File: src/inc/csp_pkg.sv
// Purpose: Shared constants and types for the configurable serial port.
// Assumes: One 10 MHz system clock; 8-bit register port.
// Notes: Bit times are derived from the clock rate and the selected bit rate.
package csp_pkg;
  localparam int CLK_HZ_DEF = 10_000_000;
  localparam int RATES [8] = '{110, 300, 600, 1200, 2400, 4800, 9600, 19200};
  localparam logic [2:0] SEL_110 = 3'h0;
  localparam logic [2:0] SEL_9600 = 3'h6;
  localparam logic [17:0] RATE_MAX = 18'h04b00;
  localparam int BUF_DEPTH = 32;
  localparam int IRQ_W = 5;

  localparam logic [3:0] A_CTRL = 4'h0;
  localparam logic [3:0] A_STAT = 4'h1;
  localparam logic [3:0] A_HANDLE = 4'h2;
  localparam logic [3:0] A_CFGCH = 4'h3;
  localparam logic [3:0] A_ERR = 4'h4;
  localparam logic [3:0] A_TXD = 4'h5;
  localparam logic [3:0] A_RXD = 4'h6;
  localparam logic [3:0] A_ISTAT = 4'h7;
  localparam logic [3:0] A_IMASK = 4'h8;
  localparam logic [3:0] A_CFG = 4'h9;
  localparam int CTRL_REQ_BIT = 0;
  localparam int CTRL_CLR_BIT = 1;

  localparam logic [7:0] ERR_NONE = 8'h00;
  localparam logic [7:0] ERR_RATE = 8'h01;
  localparam logic [7:0] ERR_PAR = 8'h02;
  localparam logic [7:0] ERR_DATA = 8'h03;
  localparam logic [7:0] ERR_STOP = 8'h04;
  localparam logic [7:0] ERR_SYNC = 8'h05;
  localparam logic [7:0] ERR_FAST = 8'h06;
  localparam logic [7:0] ERR_HANDLE = 8'h07;
  localparam logic [7:0] ERR_LONG = 8'h08;

  localparam logic [7:0] CH_COMMA = 8'h2c;
  localparam logic [7:0] CH_0 = 8'h30;
  localparam logic [7:0] CH_1 = 8'h31;
  localparam logic [7:0] CH_2 = 8'h32;
  localparam logic [7:0] CH_7 = 8'h37;
  localparam logic [7:0] CH_8 = 8'h38;
  localparam logic [7:0] CH_9 = 8'h39;
  localparam logic [7:0] CH_E = 8'h45;
  localparam logic [7:0] CH_O = 8'h4f;
  localparam logic [7:0] CH_N = 8'h4e;
  localparam logic [7:0] CH_S = 8'h53;
  localparam logic [7:0] CH_R = 8'h52;
  localparam logic [7:0] CH_B = 8'h42;
  localparam logic [7:0] CH_H = 8'h48;
  localparam logic [7:0] CH_T = 8'h54;
  localparam logic [7:0] CH_XON = 8'h11;
  localparam logic [7:0] CH_XOFF = 8'h13;

  typedef enum logic [1:0] {PAR_NONE = 2'b00, PAR_EVEN = 2'b01, PAR_ODD = 2'b10} csp_par_t;
  typedef enum logic [2:0] {
    SYNC_NONE = 3'b000, SYNC_SEND = 3'b001, SYNC_RECV = 3'b010, SYNC_BOTH = 3'b011, SYNC_HW = 3'b100
  } csp_sync_t;
  typedef enum logic [1:0] {PS_IDLE = 2'b00, PS_SCAN = 2'b01, PS_FIN = 2'b10} csp_pstate_t;

  typedef struct packed {
    logic [2:0] rate_sel;
    csp_par_t parity;
    logic data8;
    logic stop2;
    csp_sync_t sync;
    logic txdis;
    logic term_en;
    logic [7:0] term;
  } csp_cfg_t;

  localparam csp_cfg_t CFG_RST = '{SEL_9600, PAR_NONE, 1'b1, 1'b0, SYNC_NONE, 1'b0, 1'b0, 8'h00};
endpackage

File: src/verilog/csp_serial_port.sv
// Purpose: Serial user port whose line settings come from a comma-separated configuration string.
// Assumes: All inputs but rst_n_i synchronous to sys_clk_i; register port with read data one cycle after the strobe.
// Notes: Single-character transmit and receive holding registers; sticky interrupt status cleared on read.
//
// Our own choices: the plain strobed port and the register addresses.
`timescale 1ns/1ps
module csp_serial_port
  import csp_pkg::*;
#(
  parameter int CLK_HZ = CLK_HZ_DEF
) (
  input wire logic sys_clk_i,
  input wire logic rst_n_i,
  input wire logic [3:0] addr_i,
  input wire logic [7:0] wdata_i,
  input wire logic wr_i,
  input wire logic rd_i,
  output logic [7:0] rdata_o,
  input wire logic rx_i,
  input wire logic cts_i,
  output logic tx_o,
  output logic tx_en_o,
  output logic rts_o,
  output logic irq_o
);
  logic rst_meta, rst_n;
  always_ff @(posedge sys_clk_i or negedge rst_n_i) begin
    if (!rst_n_i) begin
      rst_meta <= 1'b0;
      rst_n <= 1'b0;
    end else begin
      rst_meta <= 1'b1;
      rst_n <= rst_meta;
    end
  end

  function automatic logic [16:0] rate_div(input logic [2:0] sel);
    rate_div = 17'h00001;
    for (int i = 0; i < 8; i++) begin
      if (sel == 3'(i)) begin
        rate_div = 17'(CLK_HZ / RATES[i]);
      end
    end
  endfunction

  function automatic logic [11:0] mk_frame(input csp_cfg_t c, input logic [7:0] d);
    logic p;
    p = (^(c.data8 ? d : {1'b0, d[6:0]})) ^ (c.parity == PAR_ODD);
    if (c.parity == PAR_NONE) begin
      p = 1'b1;
    end
    mk_frame = c.data8 ? {2'h3, p, d, 1'b0} : {3'h7, p, d[6:0], 1'b0};
  endfunction

  csp_cfg_t cfg, w;
  logic [7:0] handle, err, tx_hold, rx_data, ch, ch_err, fin_err, rd_mux;
  logic [7:0] cfg_buf [BUF_DEPTH];
  logic [5:0] len, pidx;
  logic [2:0] field, sel_hit, sel_eff;
  logic [17:0] rate_val;
  logic [IRQ_W-1:0] istat, imask, ev;
  csp_pstate_t pst;
  logic ovf, done, fail, got_rate, stop_set, mode_seen, rate_hit, req;
  logic tx_full, tx_busy, held_off, paused, rx_full, rx_busy, rx_done, rx_stop_ok;
  logic send_mode, recv_mode, flow_req, data_ok, start, rx_store, line_err;
  logic [11:0] tx_frm;
  logic [3:0] tx_left, tx_nbits, rx_idx, rx_nb;
  logic [16:0] tx_cnt, rx_cnt, div;
  logic [8:0] rx_sh;
  logic [7:0] rx_got;

  assign req = wr_i && addr_i == A_CTRL && wdata_i[CTRL_REQ_BIT] && pst == PS_IDLE;

  always_ff @(posedge sys_clk_i or negedge rst_n) begin
    if (!rst_n) begin
      handle <= 8'h00;
      len <= 6'h00;
      ovf <= 1'b0;
      imask <= '0;
    end else if (wr_i) begin
      case (addr_i)
        A_CTRL: begin
          if (wdata_i[CTRL_CLR_BIT]) begin
            len <= 6'h00;
            ovf <= 1'b0;
          end
        end
        A_HANDLE: handle <= wdata_i;
        A_CFGCH: begin
          if (len == 6'(BUF_DEPTH)) begin
            ovf <= 1'b1;
          end else begin
            len <= len + 6'h01;
          end
        end
        A_IMASK: imask <= wdata_i[IRQ_W-1:0];
        default: ;
      endcase
    end
  end

  // The string store has no reset; only the first len entries are ever read.
  always_ff @(posedge sys_clk_i) begin
    if (wr_i && addr_i == A_CFGCH && len != 6'(BUF_DEPTH)) begin
      cfg_buf[len[4:0]] <= wdata_i;
    end
  end

  assign ch = cfg_buf[pidx[4:0]];

  always_comb begin
    ch_err = ERR_NONE;
    if (!(field < 3'h5 && ch == CH_COMMA)) begin
      case (field)
        3'h0: if (ch < CH_0 || ch > CH_9) ch_err = ERR_RATE;
        3'h1: if (ch != CH_E && ch != CH_O && ch != CH_N) ch_err = ERR_PAR;
        3'h2: if (ch != CH_7 && ch != CH_8) ch_err = ERR_DATA;
        3'h3: if (ch != CH_1 && ch != CH_2) ch_err = ERR_STOP;
        3'h4: begin
          if (!mode_seen && ch != CH_N && ch != CH_S && ch != CH_R && ch != CH_B && ch != CH_H) begin
            ch_err = ERR_SYNC;
          end
        end
        default: ;
      endcase
    end
  end

  always_comb begin
    rate_hit = 1'b0;
    sel_hit = SEL_9600;
    for (int i = 0; i < 8; i++) begin
      if (rate_val == 18'(RATES[i])) begin
        rate_hit = 1'b1;
        sel_hit = 3'(i);
      end
    end
    sel_eff = got_rate ? sel_hit : SEL_9600;
  end

  always_comb begin
    fin_err = err;
    if (fin_err == ERR_NONE && got_rate && !rate_hit) begin
      fin_err = ERR_RATE;
    end
    if (fin_err == ERR_NONE && sel_eff > SEL_9600 && w.sync != SYNC_HW) begin
      fin_err = ERR_FAST;
    end
  end

  // walk the fields in fixed order
  always_ff @(posedge sys_clk_i or negedge rst_n) begin
    if (!rst_n) begin
      pst <= PS_IDLE;
      pidx <= 6'h00;
      field <= 3'h0;
      w <= CFG_RST;
      rate_val <= 18'h00000;
      got_rate <= 1'b0;
      stop_set <= 1'b0;
      mode_seen <= 1'b0;
      err <= ERR_NONE;
    end else begin
      case (pst)
        PS_IDLE: begin
          if (req) begin
            pst <= PS_SCAN;
            pidx <= 6'h00;
            field <= 3'h0;
            // every field starts at its default
            w <= CFG_RST;
            rate_val <= 18'h00000;
            got_rate <= 1'b0;
            stop_set <= 1'b0;
            mode_seen <= 1'b0;
            err <= (handle == 8'h00) ? ERR_HANDLE : (ovf ? ERR_LONG : ERR_NONE);
          end
        end
        PS_SCAN: begin
          if (pidx == len) begin
            pst <= PS_FIN;
          end else begin
            pidx <= pidx + 6'h01;
            if (err == ERR_NONE) begin
              err <= ch_err;
            end
            // a bare comma only moves on
            if (field < 3'h5 && ch == CH_COMMA) begin
              field <= field + 3'h1;
            end else begin
              case (field)
                3'h0: begin
                  got_rate <= 1'b1;
                  if (rate_val <= RATE_MAX) begin
                    rate_val <= 18'(rate_val * 18'd10) + {10'h000, ch - CH_0};
                  end
                end
                3'h1: w.parity <= (ch == CH_E) ? PAR_EVEN : ((ch == CH_O) ? PAR_ODD : PAR_NONE);
                3'h2: w.data8 <= (ch != CH_7);
                3'h3: begin
                  w.stop2 <= (ch == CH_2);
                  stop_set <= 1'b1;
                end
                3'h4: begin
                  if (!mode_seen) begin
                    mode_seen <= 1'b1;
                    case (ch)
                      CH_S: w.sync <= SYNC_SEND;
                      CH_R: w.sync <= SYNC_RECV;
                      CH_B: w.sync <= SYNC_BOTH;
                      CH_H: w.sync <= SYNC_HW;
                      default: w.sync <= SYNC_NONE;
                    endcase
                  end else begin
                    // character after the mode is the terminator
                    w.term_en <= 1'b1;
                    w.term <= ch;
                  end
                end
                default: begin
                  if (ch == CH_T && !w.txdis && !w.term_en) begin
                    w.txdis <= 1'b1;
                  end else begin
                    w.term_en <= 1'b1;
                    w.term <= ch;
                  end
                end
              endcase
            end
          end
        end
        PS_FIN: begin
          pst <= PS_IDLE;
          err <= fin_err;
        end
        default: pst <= PS_IDLE;
      endcase
    end
  end

  // A failed request leaves the previous line settings in force.
  always_ff @(posedge sys_clk_i or negedge rst_n) begin
    if (!rst_n) begin
      cfg <= CFG_RST;
      done <= 1'b0;
      fail <= 1'b0;
    end else if (req) begin
      done <= 1'b0;
      fail <= 1'b0;
    end else if (pst == PS_FIN) begin
      // done and fail follow the code
      done <= (fin_err == ERR_NONE);
      fail <= (fin_err != ERR_NONE);
      if (fin_err == ERR_NONE) begin
        cfg <= w;
        cfg.rate_sel <= sel_eff;
        // default stop count depends on rate
        cfg.stop2 <= stop_set ? w.stop2 : (sel_eff == SEL_110);
      end
    end
  end

  assign div = rate_div(cfg.rate_sel);
  assign send_mode = cfg.sync == SYNC_SEND || cfg.sync == SYNC_BOTH;
  assign recv_mode = cfg.sync == SYNC_RECV || cfg.sync == SYNC_BOTH;
  // the flow character follows the receive holding state
  assign flow_req = send_mode && (rx_full != held_off);
  // data held while paused; data held while CTS is low in hardware handshake mode
  assign data_ok = tx_full && !(recv_mode && paused) && (cfg.sync != SYNC_HW || cts_i);
  assign start = !tx_busy && (flow_req || data_ok);
  assign tx_nbits = 4'h1 + (cfg.data8 ? 4'h8 : 4'h7) + {3'h0, cfg.parity != PAR_NONE} + (cfg.stop2 ? 4'h2 : 4'h1);

  always_ff @(posedge sys_clk_i or negedge rst_n) begin
    if (!rst_n) begin
      tx_busy <= 1'b0;
      tx_frm <= 12'hfff;
      tx_left <= 4'h0;
      tx_cnt <= 17'h00000;
      tx_o <= 1'b1;
      held_off <= 1'b0;
    end else begin
      if (!send_mode) begin
        held_off <= 1'b0;
      end else if (start && flow_req) begin
        held_off <= rx_full;
      end
      if (!tx_busy) begin
        if (start) begin
          // frame opens with a low start bit
          tx_frm <= mk_frame(cfg, flow_req ? (rx_full ? CH_XOFF : CH_XON) : tx_hold);
          tx_left <= tx_nbits - 4'h1;
          tx_cnt <= div - 17'h00001;
          tx_busy <= 1'b1;
          tx_o <= 1'b0;
        end
      end else if (tx_cnt != 17'h00000) begin
        tx_cnt <= tx_cnt - 17'h00001;
      end else if (tx_left == 4'h0) begin
        tx_busy <= 1'b0;
        tx_o <= 1'b1;
      end else begin
        tx_frm <= {1'b1, tx_frm[11:1]};
        tx_o <= tx_frm[1];
        tx_left <= tx_left - 4'h1;
        tx_cnt <= div - 17'h00001;
      end
    end
  end

  always_ff @(posedge sys_clk_i or negedge rst_n) begin
    if (!rst_n) begin
      tx_full <= 1'b0;
      tx_hold <= 8'h00;
      tx_en_o <= 1'b1;
      rts_o <= 1'b1;
    end else begin
      if (start && !flow_req) begin
        tx_full <= 1'b0;
      end else if (wr_i && addr_i == A_TXD && !tx_full) begin
        tx_full <= 1'b1;
        tx_hold <= wdata_i;
      end
      tx_en_o <= !cfg.txdis || tx_busy || start;
      // hold the partner off while full in hardware handshake mode
      rts_o <= !(cfg.sync == SYNC_HW && rx_full);
    end
  end

  assign rx_nb = (cfg.data8 ? 4'h8 : 4'h7) + {3'h0, cfg.parity != PAR_NONE};

  // Sampling happens at mid-bit, half a bit after the falling start edge.
  always_ff @(posedge sys_clk_i or negedge rst_n) begin
    if (!rst_n) begin
      rx_busy <= 1'b0;
      rx_cnt <= 17'h00000;
      rx_idx <= 4'h0;
      rx_sh <= 9'h000;
      rx_done <= 1'b0;
      rx_stop_ok <= 1'b0;
    end else begin
      rx_done <= 1'b0;
      if (!rx_busy) begin
        if (!rx_i) begin
          rx_busy <= 1'b1;
          rx_cnt <= {1'b0, div[16:1]};
          rx_idx <= 4'h0;
        end
      end else if (rx_cnt != 17'h00000) begin
        rx_cnt <= rx_cnt - 17'h00001;
      end else begin
        rx_cnt <= div - 17'h00001;
        if (rx_idx == 4'h0) begin
          if (rx_i) begin
            rx_busy <= 1'b0;
          end else begin
            rx_idx <= 4'h1;
          end
        end else if (rx_idx <= rx_nb) begin
          rx_sh[rx_idx-4'h1] <= rx_i;
          rx_idx <= rx_idx + 4'h1;
        end else begin
          rx_busy <= 1'b0;
          rx_done <= 1'b1;
          rx_stop_ok <= rx_i;
        end
      end
    end
  end

  assign rx_got = cfg.data8 ? rx_sh[7:0] : {1'b0, rx_sh[6:0]};
  // parity is checked only when selected
  assign line_err = !rx_stop_ok || (cfg.parity != PAR_NONE &&
    ((cfg.data8 ? rx_sh[8] : rx_sh[7]) != ((^rx_got) ^ (cfg.parity == PAR_ODD))));
  assign rx_store = rx_done && !(recv_mode && (rx_got == CH_XON || rx_got == CH_XOFF));

  always_ff @(posedge sys_clk_i or negedge rst_n) begin
    if (!rst_n) begin
      rx_full <= 1'b0;
      rx_data <= 8'h00;
      paused <= 1'b0;
    end else begin
      if (rx_store) begin
        rx_full <= 1'b1;
        rx_data <= rx_got;
      end else if (rd_i && addr_i == A_RXD) begin
        rx_full <= 1'b0;
      end
      if (!recv_mode) begin
        paused <= 1'b0;
      end else if (rx_done && rx_got == CH_XOFF) begin
        paused <= 1'b1;
      end else if (rx_done && rx_got == CH_XON) begin
        paused <= 1'b0;
      end
    end
  end

  assign ev = {rx_done && (line_err || (rx_store && rx_full)),
               rx_store && cfg.term_en && rx_got == cfg.term,
               start && !flow_req,
               rx_store,
               pst == PS_FIN};

  always_comb begin
    case (addr_i)
      A_STAT: rd_mux = {3'h0, rx_full, tx_full, pst != PS_IDLE, fail, done};
      A_HANDLE: rd_mux = handle;
      A_ERR: rd_mux = err;
      A_RXD: rd_mux = rx_data;
      A_ISTAT: rd_mux = {3'h0, istat};
      A_IMASK: rd_mux = {3'h0, imask};
      A_CFG: rd_mux = {cfg.txdis, cfg.sync, cfg.parity, cfg.data8, cfg.stop2};
      default: rd_mux = 8'h00;
    endcase
  end

  // A new event in the cycle of the clearing read survives it.
  always_ff @(posedge sys_clk_i or negedge rst_n) begin
    if (!rst_n) begin
      istat <= '0;
      irq_o <= 1'b0;
      rdata_o <= 8'h00;
    end else begin
      istat <= ((rd_i && addr_i == A_ISTAT) ? '0 : istat) | ev;
      irq_o <= |(istat & imask);
      rdata_o <= rd_i ? rd_mux : 8'h00;
    end
  end
endmodule

File: config.mk
export PLATFORM = sky130hd
export DESIGN_NAME = csp_serial_port
export DESIGN_NICKNAME = d
export VERILOG_FILES = /design/src/inc/csp_pkg.sv /design/src/verilog/csp_serial_port.sv
export SDC_FILE = /design/constraint.sdc
export NUM_CORES = 1
export LEC_CHECK = 0
export BUFFER_PORTS_ARGS = -buffer_cell sky130_fd_sc_hd__buf_4
export CAP_MARGIN = 30
export CORE_ASPECT_RATIO = 0.8
export CORE_MARGIN = 2
export CORE_UTILIZATION = 45
export CTS_BUF_LIST = sky130_fd_sc_hd__clkbuf_8
export DETAILED_ROUTE_END_ITERATION = 12
export GPL_TIMING_DRIVEN = 0
export PLACE_DENSITY = 0.65
export SLEW_MARGIN = 20
export SYNTH_ARGS = -nofsm -noshare
export SYNTH_HDL_FRONTEND = slang
export SYNTH_SLANG_ARGS = --single-unit
File: constraint.sdc
create_clock -name sys_clk_i -period 7.2 [get_ports sys_clk_i]
set_input_delay 1.08 -clock sys_clk_i [delete_from_list [all_inputs] [get_ports sys_clk_i]]
set_output_delay 1.08 -clock sys_clk_i [all_outputs]
set_load 0.01 [all_outputs]
==> run summary, run 1 <==
The post-CTS setup repair buffer count came out at 0. Synthesis handed over a netlist of 1830 instances. The Yosys step of the flow raised 0 warnings. The number of nets in the synthesized netlist is 1926. Walking the worst path, the cells encountered are buf_6, buf_6, buf_6, buf_4, buf_1, mux4_2, mux4_2, mux2i_1, inv_1, ha_1, xnor2_1, ha_1, a21o_1, a31oi_1, nor3b_1, nor4bb_1, nor4bb_1, xnor3_1, a22o_1. The tightest hold margin is 0.1861 ns.

Setup repair after global routing left no endpoint under its margin. The H-tree level count came out at 3. The period utilization came out at 0.9109. The internal power contribution is 4.412 mW. After layout, the minimum clock period comes to 6.558 ns. The via count of the first global-routing pass came to 15350. The worst-case clock skew is 0.06864 ns. The count of cells along the worst register-to-register path is 19.

The share of Yosys cell area claimed by the top area cell type is 0.3394. The die outline height is 204.7 um. The post-route core utilization is 0.5103. The detailed-route wire length came out at 56.64 mm. The data arrival time at the worst-slack endpoint came out at 7.06 ns. The number of max-slew violations in the final report came out at 0.

In this design, the critical path's most frequently occurring cell is buf_6. The count of clock tree sinks came out at 458. The number of buffers added by the clock tree synthesis step came out at 76. The number of antenna violations at the first check in global routing is 1. The combinational share of power came out at 0.152. Entering global routing, the biggest net connects 53 pins.

STA classifies the critical path startpoint as a flip-flop. Once placement finished, the instance area stood at 23810 um2. The normalized max-slew margin is 0.3686. The horizontal extent of the die came out at 254.8 um.

The wire length of the first global-routing pass is 88.64 mm. The number of flops mapped to enable cells by yosys came out at 256. The worst-case register-to-register setup slack is 0.64 ns. For this run, asynchronously set or reset flops after synthesis account for 0.4410. The area growth from synthesis to final layout is 11.95%.

Summed over all layers, the global routing overflow is 0. The clock-pin transition on the worst setup and hold timing paths came out at 0.06 ns. The maximum vdd drop came out at 195.2 uV. The share of total power dissipated in the clock network is 0.370.

The critical path's largest stage delay is 0.69 ns. The post-route DRC violation count is 0. The global-route total usage across every layer came out at 0.2222.

For this configuration, the core starts out at a cell density of 0.4558. The quantity of hold-fixing buffers added after cts is 0. The flow ran to the end, and the final reports show no timing, DRC or antenna violations. The critical path is of the reg -> reg type. The analysis attributes to net switching a power of 1.760 mW. The number of ports placed on the die boundary came out at 30. The global placement routability congestion came out at 0.9016. The total area inside the core boundary comes to 49690 um2.

The count of endpoints failing setup in the final report came out at 0. The total of buffers placed on input and output ports came out at 27. In this run, the number of DRC markers left after iteration 0 of detailed routing was 1395. The slowest stage of the critical path is the buf_1 cell. The total buffers and inverters traversed by the critical path is 6. Of the total power, the share spent switching nets is 0.2851. The final number of hold-violating endpoints was 0. The post-detailed-route via-to-cell ratio is 5.860. The number of flip-flops and latches in the synthesized netlist came out at 458. The via count came out at 15720. The total of max-cap violations is 0. Synthesis instantiated 95 different standard cells from the library. TritonCTS built the clock tree. The register share of total power is 0.478. The row count is 73. The dominant delay contributor by cell family on the critical path is buffers and inverters. The post-synthesis cell type with the largest combined area is edfxtp_1.

The post-synth design cell area is 22650 um2. For this run, the detailed router's first-pass iteration total came to 6. The tree is rooted in a clkbuf_8. The data required time of the critical path came out at 7.70 ns. The maximum clock rate is 152.5 MHz. The total power per unit cell area came out at 243.4 nW/um2. The final net count is 2040.

For this design the static power due to leakage is 9.632 nW. The worst min-delay path class is in -> async. The maximum clock path buffer count is 3. The detail route stage leaves a number of antenna-violating nets equal to 0. The number of antenna diodes in the final layout is 0. The post-route cell area is 25350 um2. The worst setup path is captured at a flip-flop. The transition time of the tightest slew-check pin came out at 0.9437 ns.

The logic depth of the worst setup path including buffers came out at 19. Of all nets on the critical path, the largest fanout is 10. Yosys attributes the largest share of cell area to edfxtp_1 34%, dfrtp_1 21%, mux4_2 5.8%. Of the synthesized area, sequential elements account for 0.5635. The power consumption is 6.172 mW. The sum of net half-perimeters after detailed placement is 39.55 mm.

The number of gates resized after cts came out at 0. The floorplan step defined a die boundary enclosing 52150 um2. Of the cells placed in the final design, the portion with a size suffix greater than 1 is 0.1604.

At the later pin of the worst-skew pair, clock insertion delay measures 0.67 ns. The average cell area after synthesis is 12.38 um2. Dividing the detail-routed wire length by the instance count gives 21.12 um. The most used flip-flop cell after synthesis is edfxtp_1. The total of fill cells in the finished design came out at 4330.
[kinds of logic after synthesis]
family / share of synthesized area
buffers and inverters: 0.02718
adders and majority gates: 0.04409
xor gates and xnor gates: 0.02884
other: 0.0001656
and+or+nand+nor: 0.1149
muxes: 0.1007
DFF: 0.5635
AOI/OAI and AO/OA: 0.1207
[cell usage in the layout (no fill, tap or decap), types with 75 or more instances in the layout]
master / n
clkbuf_8: 86
nor2_1: 141
nand2_1: 141
inv_1: 87
dfrtp_1: 185
ha_1: 75
a21oi_1: 87
edfxtp_1: 256
o21ai_0: 91
[power by group through the flow]
stage / combinational (mW) / sequential (mW) / clock (mW)
floorplan: 0.652 / 2.98 / 0
global placement: 0.883 / 3.01 / 0
detailed placement: 0.927 / 3.00 / 0
CTS: 0.934 / 2.95 / 2.33
global route: 1.05 / 2.96 / 2.45
finish: 0.938 / 2.95 / 2.28
[sequential cells by signal, summed over array words and instances, names as in the netlist, 8 cells and up]
name,flops
rx_data,8
rx_sh,9
tx_hold,8
cfg,20
rdata_o,8
err,8
cfg_buf,256
tx_cnt,17
rate_val,18
tx_frm,9
w,17
handle,8
rx_cnt,17
[stage by stage]
step	setup slack, ns	setup TNS (ns)	instances
2_1_floorplan	1.182	0	1830
3_3_place_gp	-1.186	-214.76	2532
3_5_place_dp	0.04695	0	2538
4_1_cts	0.01631	0	2679
5_1_grt	0.3264	0	2682
6_report	0.6417	0	2682
[final cells by class]
class,count,area [um2],area share
plain buffers,83,380.4,0.01500
well taps,675,844.6,0.03331
clock inverters,55,332.8,0.01313
clock buffers,86,1184,0.04668
multi-input cells,1226,9276,0.3659
repair buffers,37,337.8,0.01332
flip-flops and latches,458,12770,0.5035
inverters,62,232.7,0.009179
[synth_stat cells (all sizes together) (6+ instances only)]
master  number
a211oi      12
nand2      141
and2         7
xnor2       50
dfrtp      186
nand3b      11
nor2       143
mux2i       32
buf         26
o21ai      103
a21o        19
dfstp       16
o22ai        6
o22a         6
ha          75
o211ai      12
o21a         8
xor2        22
o31ai       15
a31oi       12
o221ai       9
a22o        30
nand2b      23
a21oi       88
clkbuf      58
or3         17
nand3       33
nor3b       11
a221oi       8
mux4        58
and3        12
nor4        13
nand4       14
nor3        38
or2          7
mux2        58
o311ai       6
edfxtp     256
a22oi       24
nor2b       28
inv         61
[routing by layer]
metal,GRT usage,part of all wire,vias up
met1,0.3346,0.47,7889
met2,0.3227,0.43,599
met3,0.05222,0.083,90
li1,-,-,7136
met5,0,0.00023,-
met4,0.05660,0.017,2
[worst paths after layout]
path,from,to
setup / recovery,pidx[0],rate_val[17]
hold / removal,rst_n_i,rst_n
setup reg to reg,pidx[0],rate_val[17]
hold reg to reg,rst_n,err[5]
max in group asynchronous,rst_n,cfg[19]
min in group sys_clk_i,rst_meta,rst_n
(Power assumes the default switching activity.)
==> run 2, diff against run 1 <==
CORE_UTILIZATION = 59   (was 45)
PLACE_DENSITY = 0.8   (was 0.65)
==> run 2 against run 1 <==
Register-to-register slack improved by 0.07 ns. Critical path type unchanged. Non-clock buffer count fell by 4. Setup slack improved by 0.072 ns. Critical path depth shrank 1. Power fell by 3.8%. Flip-flop and latch count unchanged. Final cell count shrank 7.4%. Final area fell by 1.9%. Sequential share of layout area increased by 0.96 points. Sequential power barely moved. Global-route usage grew 6.7 points. Clock power fell by 11%.
==> run summary, run 2 (same netlist as run 1, synthesis figures left out) <==
Setup repair after global routing left no endpoint under its margin. The pin count of the biggest net entering global routing is 58. The total of max-cap violations came out at 0. The detail route stage leaves a number of antenna-violating nets equal to 0. The critical path in this run is classified as reg -> reg.

The worst-skew pair later-pin latency came out at 0.65 ns. The total of fill cells in the finished design came out at 2713. The die area is 39980 um2. The die is 223.1 um wide. VDD sags by at most 202.5 uV. The wire length of the first global-routing pass is 88.64 mm.

The data required time of the critical path is 7.69 ns. After clock tree synthesis, the flow added hold-fix buffers numbering 0. In this run the register-to-register setup slack is 0.71 ns.

The core area is 38040 um2. Dividing the final minimum period by the clock period gives 0.9008. The detailed-route wire length is 56.21 mm. The cell seen most often among critical-path stages is buf_6. The reg-to-reg critical path endpoint is rate_val[17]. Before CTS, the worst setup slack after placement is 0.08990 ns. The worst register-to-register path begins at pidx[0]. Once placement finished, the instance area stood at 23570 um2. The via count of the first global-routing pass came out at 15770. The total power per unit cell area came out at 238.7 nW/um2.

The DRC marker count from the first detailed-route iteration came out at 1844. The post-route core utilization came out at 0.6540. The total iterations of the first detailed-routing run is 6.

The data arrival time at the worst-slack endpoint came out at 6.98 ns. Subtracting the final worst setup slack from the clock period gives 6.486 ns. The worst-case clock skew is 0.05891 ns. The flow ran to the end, and the final reports show no timing, DRC or antenna violations. The final net count is 2031. The average wire length per cell after detail routing is 22.63 um.

In this run the clock root is driven by a clkbuf_8. The count of cells along the worst register-to-register path came out at 18. The count of clock tree sinks came out at 458. The count of endpoints failing setup in the final report came out at 0. On the worst path, the slowest cell contributes a delay of 0.72 ns. STA classifies the critical path endpoint as a flip-flop. The final setup slack of the worst path is 0.7141 ns. Walking the worst path, the cells encountered are buf_6, buf_6, buf_6, buf_4, buf_1, mux4_2, mux4_2, mux2i_1, ha_1, ha_1, inv_1, o21bai_1, a31oi_1, nor3b_1, nor4bb_1, nor4bb_1, xnor3_1, a22o_1. The normalized max-slew margin came out at 0.3331.

The share of post-route cells with drive strength above 1 is 0.1483. Compared with the post-synthesis result, the final layout area differs by 9.845%. The number of antenna violations at the first check in global routing was 0. Excluding fillers, the count of instances in the completed layout stands at 2484. The worst hold path belongs to the class in -> async. The sum of net half-perimeters after detailed placement is 39.39 mm. The post-route cell area is 24880 um2. The maximum clock rate came out at 154.2 MHz. The register with the most flip-flops in the layout has 256 of them. The slowest stage of the critical path is the buf_1 cell. The nature of the critical path startpoint is a flip-flop. The launch point of the critical path is pidx[0]. In this run, post-CTS repair resized a total of 0 instances. For this design the top-level I/O count stands at 30. For the pin with the worst max-slew slack, the measured transition is 0.9967 ns. The number of max-slew violations in the final report was 0.

At the end of routability-driven placement, the weighted congestion stood at 0.9370. The total of buffers placed on input and output ports is 27. The highest net fanout along the worst path came out at 10. The detailed router placed 16040 vias in this run. The maximum clock path buffer count came out at 3. The die outline height is 179.2 um. Leaving out fill and tap cells, the most frequent cells in the layout are 256 x edfxtp_1, 185 x dfrtp_1, 141 x nand2_1, 141 x nor2_1, 96 x inv_1. The number of antenna diodes is 0. The cell total after placement is 2357.

The post-route DRC violation count came out at 0. The number of buffers added by the clock tree synthesis step came out at 71. Clock-pin slew was measured on the worst setup and hold paths at 0.06 ns. The global-route total usage across every layer is 0.2893.

The final number of hold-violating endpoints is 0. Buffers added to address setup during post-CTS repair amount to 0. The post-detailed-route via-to-cell ratio came out at 6.456.

The leftover overflow at the end of global routing is 0. The H-tree level count came out at 3. TritonCTS built the clock tree.

The leading cell type in the layout, fill and taps excluded is edfxtp_1. After floorplanning, the core was divided into 64 placement rows. In this run the static leakage power is 9.518 nW. The initial cell density of the core is 0.5954.
run 2: how the worst max path moves through the flow:
stage | depth (start not counted) | endpoint
2_1_floorplan | 0 | cfg[0]
3_3_place_gp | 0 | rate_val[14]
3_5_place_dp | 18 | rate_val[17]
4_1_cts | 18 | rate_val[17]
5_1_grt | 19 | rate_val[17]
6_report | 18 | rate_val[17]
run 2: where the power goes:
group          switching (mW)  internal, mW  leakage, nW
logic                   0.587         0.361         3.91
registers              0.0850          2.86         4.81
clock network            1.03          1.01        0.795
total                    1.70          4.23         9.52
run 2: routing by layer:
metal | part of all wire | GRT usage | vias up | routed length [um]
met5 | 0 | 0 | - | 0
met4 | 0.025 | 0.1060 | 0 | 1421
met3 | 0.094 | 0.06801 | 130 | 5300
met2 | 0.44 | 0.4292 | 806 | 24950
met1 | 0.44 | 0.4195 | 7974 | 24530
li1 | - | - | 7126 | -
run 2: layout make-up:
| cell class | count | area [um2] | share of cell area |
|---|---|---|---|
| tap | 495 | 619.3 | 0.02490 |
| clock inverter | 52 | 272.8 | 0.01096 |
| sequential | 458 | 12770 | 0.5132 |
| timing repair buffer | 33 | 299.0 | 0.01202 |
| multi-input combinational | 1226 | 9276 | 0.3729 |
| buffer | 83 | 379.1 | 0.01524 |
| inverter | 62 | 232.7 | 0.009355 |
| clock buffer | 75 | 1032 | 0.04149 |
run 2: critical path, delay by kind of cell (launching register included):
kind	cells	cell delay [ns]
muxes	3	1.58
DFF	1	0.42
xor gates and xnor gates	1	0.29
buffers and inverters	6	1.67
adders and majority gates	2	0.68
AOI/OAI and AO/OA	3	0.51
and+or+nand+nor	3	1.17
run 2: through the flow:
stage | TNS, ns | power (mW) | hold WS, ns
after detailed placement | 0 | 3.925 | 0.3457
after floorplan | 0 | 3.632 | 0.3312
after global routing | 0 | 6.177 | 0.1855
final | 0 | 5.939 | 0.2013
after global placement | -183.31 | 3.884 | 0.3362
after CTS | 0 | 5.942 | 0.1623
==> run 3, diff against run 2 <==
PLACE_DENSITY = 0.75   (was 0.8)
==> run 3 against run 2 <==
Clock power up 6%. Sequential power about the same. Critical path type unchanged. Largest cell class unchanged. Flip-flop and latch count unchanged. Power up 2.2%. First-iteration DRC count down 11%. Routed wire length up 0.27%. Setup slack worse by 0.092 ns.
==> run summary, run 3 (same netlist as run 1, synthesis figures left out) <==
For this run, design rule violations remaining after detail routing come to 0. The run finished with clean final reports. The worst-case clock skew came out at 0.05516 ns.

On the critical path, the stage with the largest delay is an instance of clkdlybuf4s15_2. The total buffers and inverters traversed by the critical path came out at 5. The aggregate negative setup slack came out at 0 ns. The post-detailed-route via-to-cell ratio is 6.379. The critical path's largest stage delay came out at 0.60 ns. The worst register-to-register path has a setup slack of 0.62 ns. The clock-pin transition on the worst setup and hold timing paths came out at 0.06 ns. TritonCTS built the clock tree. The detailed router put a total of 25.33 mm of wire on met1. The leftover overflow at the end of global routing came out at 0. The initial cell density of the core is 0.5954. The clock drives 458 sinks.

The number of max-slew violations in the final report came out at 0. The DRC marker count from the first detailed-route iteration is 1636. Leaving out fill and tap cells, the most frequent cells in the layout are 256 x edfxtp_1, 185 x dfrtp_1, 141 x nand2_1, 141 x nor2_1, 91 x o21ai_0. The via count of the first global-routing pass is 15430. The cell total after placement came out at 2358. In this run the critical register-to-register path is launched from pidx[1]. The tool flagged a number of max-cap violations equal to 0. In this run the static leakage power is 9.576 nW. In the final routed layout, each cell accounts on average for 22.63 um. The core area came out at 38040 um2. The total of buffers placed on input and output ports is 27. The period utilization is 0.9136. The design draws 6.067 mW. The count of cells along the worst register-to-register path came out at 17. The worst min-delay path class is reg -> async.

Buffers added to address setup during post-CTS repair amount to 0. The dominant delay contributor by cell family on the critical path is buffers and inverters. The total iterations of the first detailed-routing run came out at 6. The minimum period implied by the final worst setup slack came out at 6.578 ns. STA classifies the critical path startpoint as a flip-flop. The number of antenna violations at the first check in global routing came out at 0. The sum of net half-perimeters after detailed placement is 39.17 mm. Across every metal layer, demand over resource in global routing totals 0.2886. The leading cell type in the layout, fill and taps excluded is edfxtp_1. Power spread over the standard cell area amounts to 242.4 nW/um2. The horizontal extent of the die came out at 223.1 um.

The total met2 wirelength after detailed routing is 24.78 mm. For this run, the top clock speed supported by timing is 152.0 MHz. The first global-routing pass estimated 87.78 mm of wire. The repair_antennas step left the layout with diodes totalling 0. The via count came out at 15890. The register with the most flip-flops in the layout has 256 of them. The worst-skew pair later-pin latency is 0.65 ns. The global placement routability congestion came out at 0.9489. The maximum vdd drop came out at 234.0 uV.

For the worst setup path, the data required time is 7.73 ns. 30 I/O pins were placed. Along the worst path, the maximum fanout reaches 19. The maximum clock path buffer count came out at 3.

The antenna violation net count after detailed routing came out at 0. STA classifies the critical path endpoint as a flip-flop. Setup violations remaining at the end of the flow were counted as 0.

Entering global routing, the biggest net connects 54 pins. Clock tree synthesis selected as its root buffer the cell clkbuf_8. The die covers 39980 um2.

The area growth from synthesis to final layout is 10.50%. The signal on the critical path passes through clkbuf_1, buf_2, buf_2, clkdlybuf4s15_2, mux4_2, mux4_2, mux2i_1, ha_1, ha_1, inv_1, o21bai_1, a31oi_1, nor3b_1, nor4bb_1, nor4bb_1, xnor3_1, a22o_1. The final number of hold-violating endpoints came to 0. The critical setup path kind is reg -> reg. The non-filler instance count after layout came out at 2491.

The data arrival time at the worst-slack endpoint is 7.11 ns. The worst pin sits at a relative slew slack of 0.3784. At the pin with the least slew margin, the transition time is 0.9324 ns. The number of buffers added by the clock tree synthesis step came out at 74.

The final net count came out at 2035. The H-tree level count is 3. The endpoint identified for the worst register-to-register timing path is rate_val[17].

The row count came out at 64. Setup repair after global routing left no endpoint under its margin. The floorplan step set the die height to 179.2 um. The detailed router used layers up to and including met4.

The routed design has 56.36 mm of wire. The share of post-route cells with drive strength above 1 came out at 0.1553. The total met3 wirelength after detailed routing is 5.170 mm.
## run 3: cell types whose count changed in the layout (fill, tap and decap cells not counted), moves of 2 or more
| cell | change |
|---|---|
| clkbuf_8 | +8 |
| inv_1 | -7 |
| clkinv_2 | +5 |
| buf_16 | +2 |
## run 3: how the worst max path moves through the flow
| stage | from | endpoint | slack, ns | depth (start not counted) |
|---|---|---|---|---|
| after global placement | rst_n | rate_val[13] | -1.08 | 0 |
| after CTS | pidx[1] | rate_val[17] | 0.13 | 18 |
| after detailed placement | pidx[1] | rate_val[17] | -0.11 | 19 |
| after floorplan | rst_n | cfg[0] | 1.18 | 0 |
| final | pidx[1] | rate_val[17] | 0.62 | 17 |
| after global routing | pidx[1] | rate_val[17] | 0.20 | 17 |
## run 3: layout make-up
cell class / instances / area [um2]
Inverter: 62 / 232.7
Clock inverter: 50 / 271.5
Tap cell: 495 / 619.3
Clock buffer: 83 / 1142
Multi-Input combinational cell: 1226 / 9276
Fill cell: 2773 / 13010
Timing Repair Buffer: 34 / 330.3
Sequential cell: 458 / 12770
Buffer: 83 / 386.6
## run 3: routing by layer
| layer | track usage | vias up |
|---|---|---|
| met5 | 0 | - |
| met4 | 0.07550 | 0 |
| met3 | 0.06424 | 103 |
| met2 | 0.4327 | 681 |
| met1 | 0.4292 | 7982 |
| li1 | - | 7123 |
## run 3: power breakdown
group,switching (mW),internal [mW]
Combinational,0.594,0.364
Clock,1.06,1.11
Sequential,0.0801,2.86
Total,1.73,4.33
## run 3: repair_timing
action	CTS	global route
setup endpoints to repair	1	2
hold buffers	0	0
pin swaps	0	0
cloned	0	0
resized for setup	2	0
## run 3: through the flow
step	cell area [um2]	hold WS (ns)	util	setup slack [ns]
2_1_floorplan	22650	0.3312	-	1.182
3_3_place_gp	23470	0.3394	0.6170	-1.077
3_5_place_dp	23600	0.1791	0.6205	-0.1111
4_1_cts	25020	0.1664	0.6578	0.1254
5_1_grt	25030	0.1858	0.6579	0.2020
6_report	25030	0.1789	0.6579	0.6223
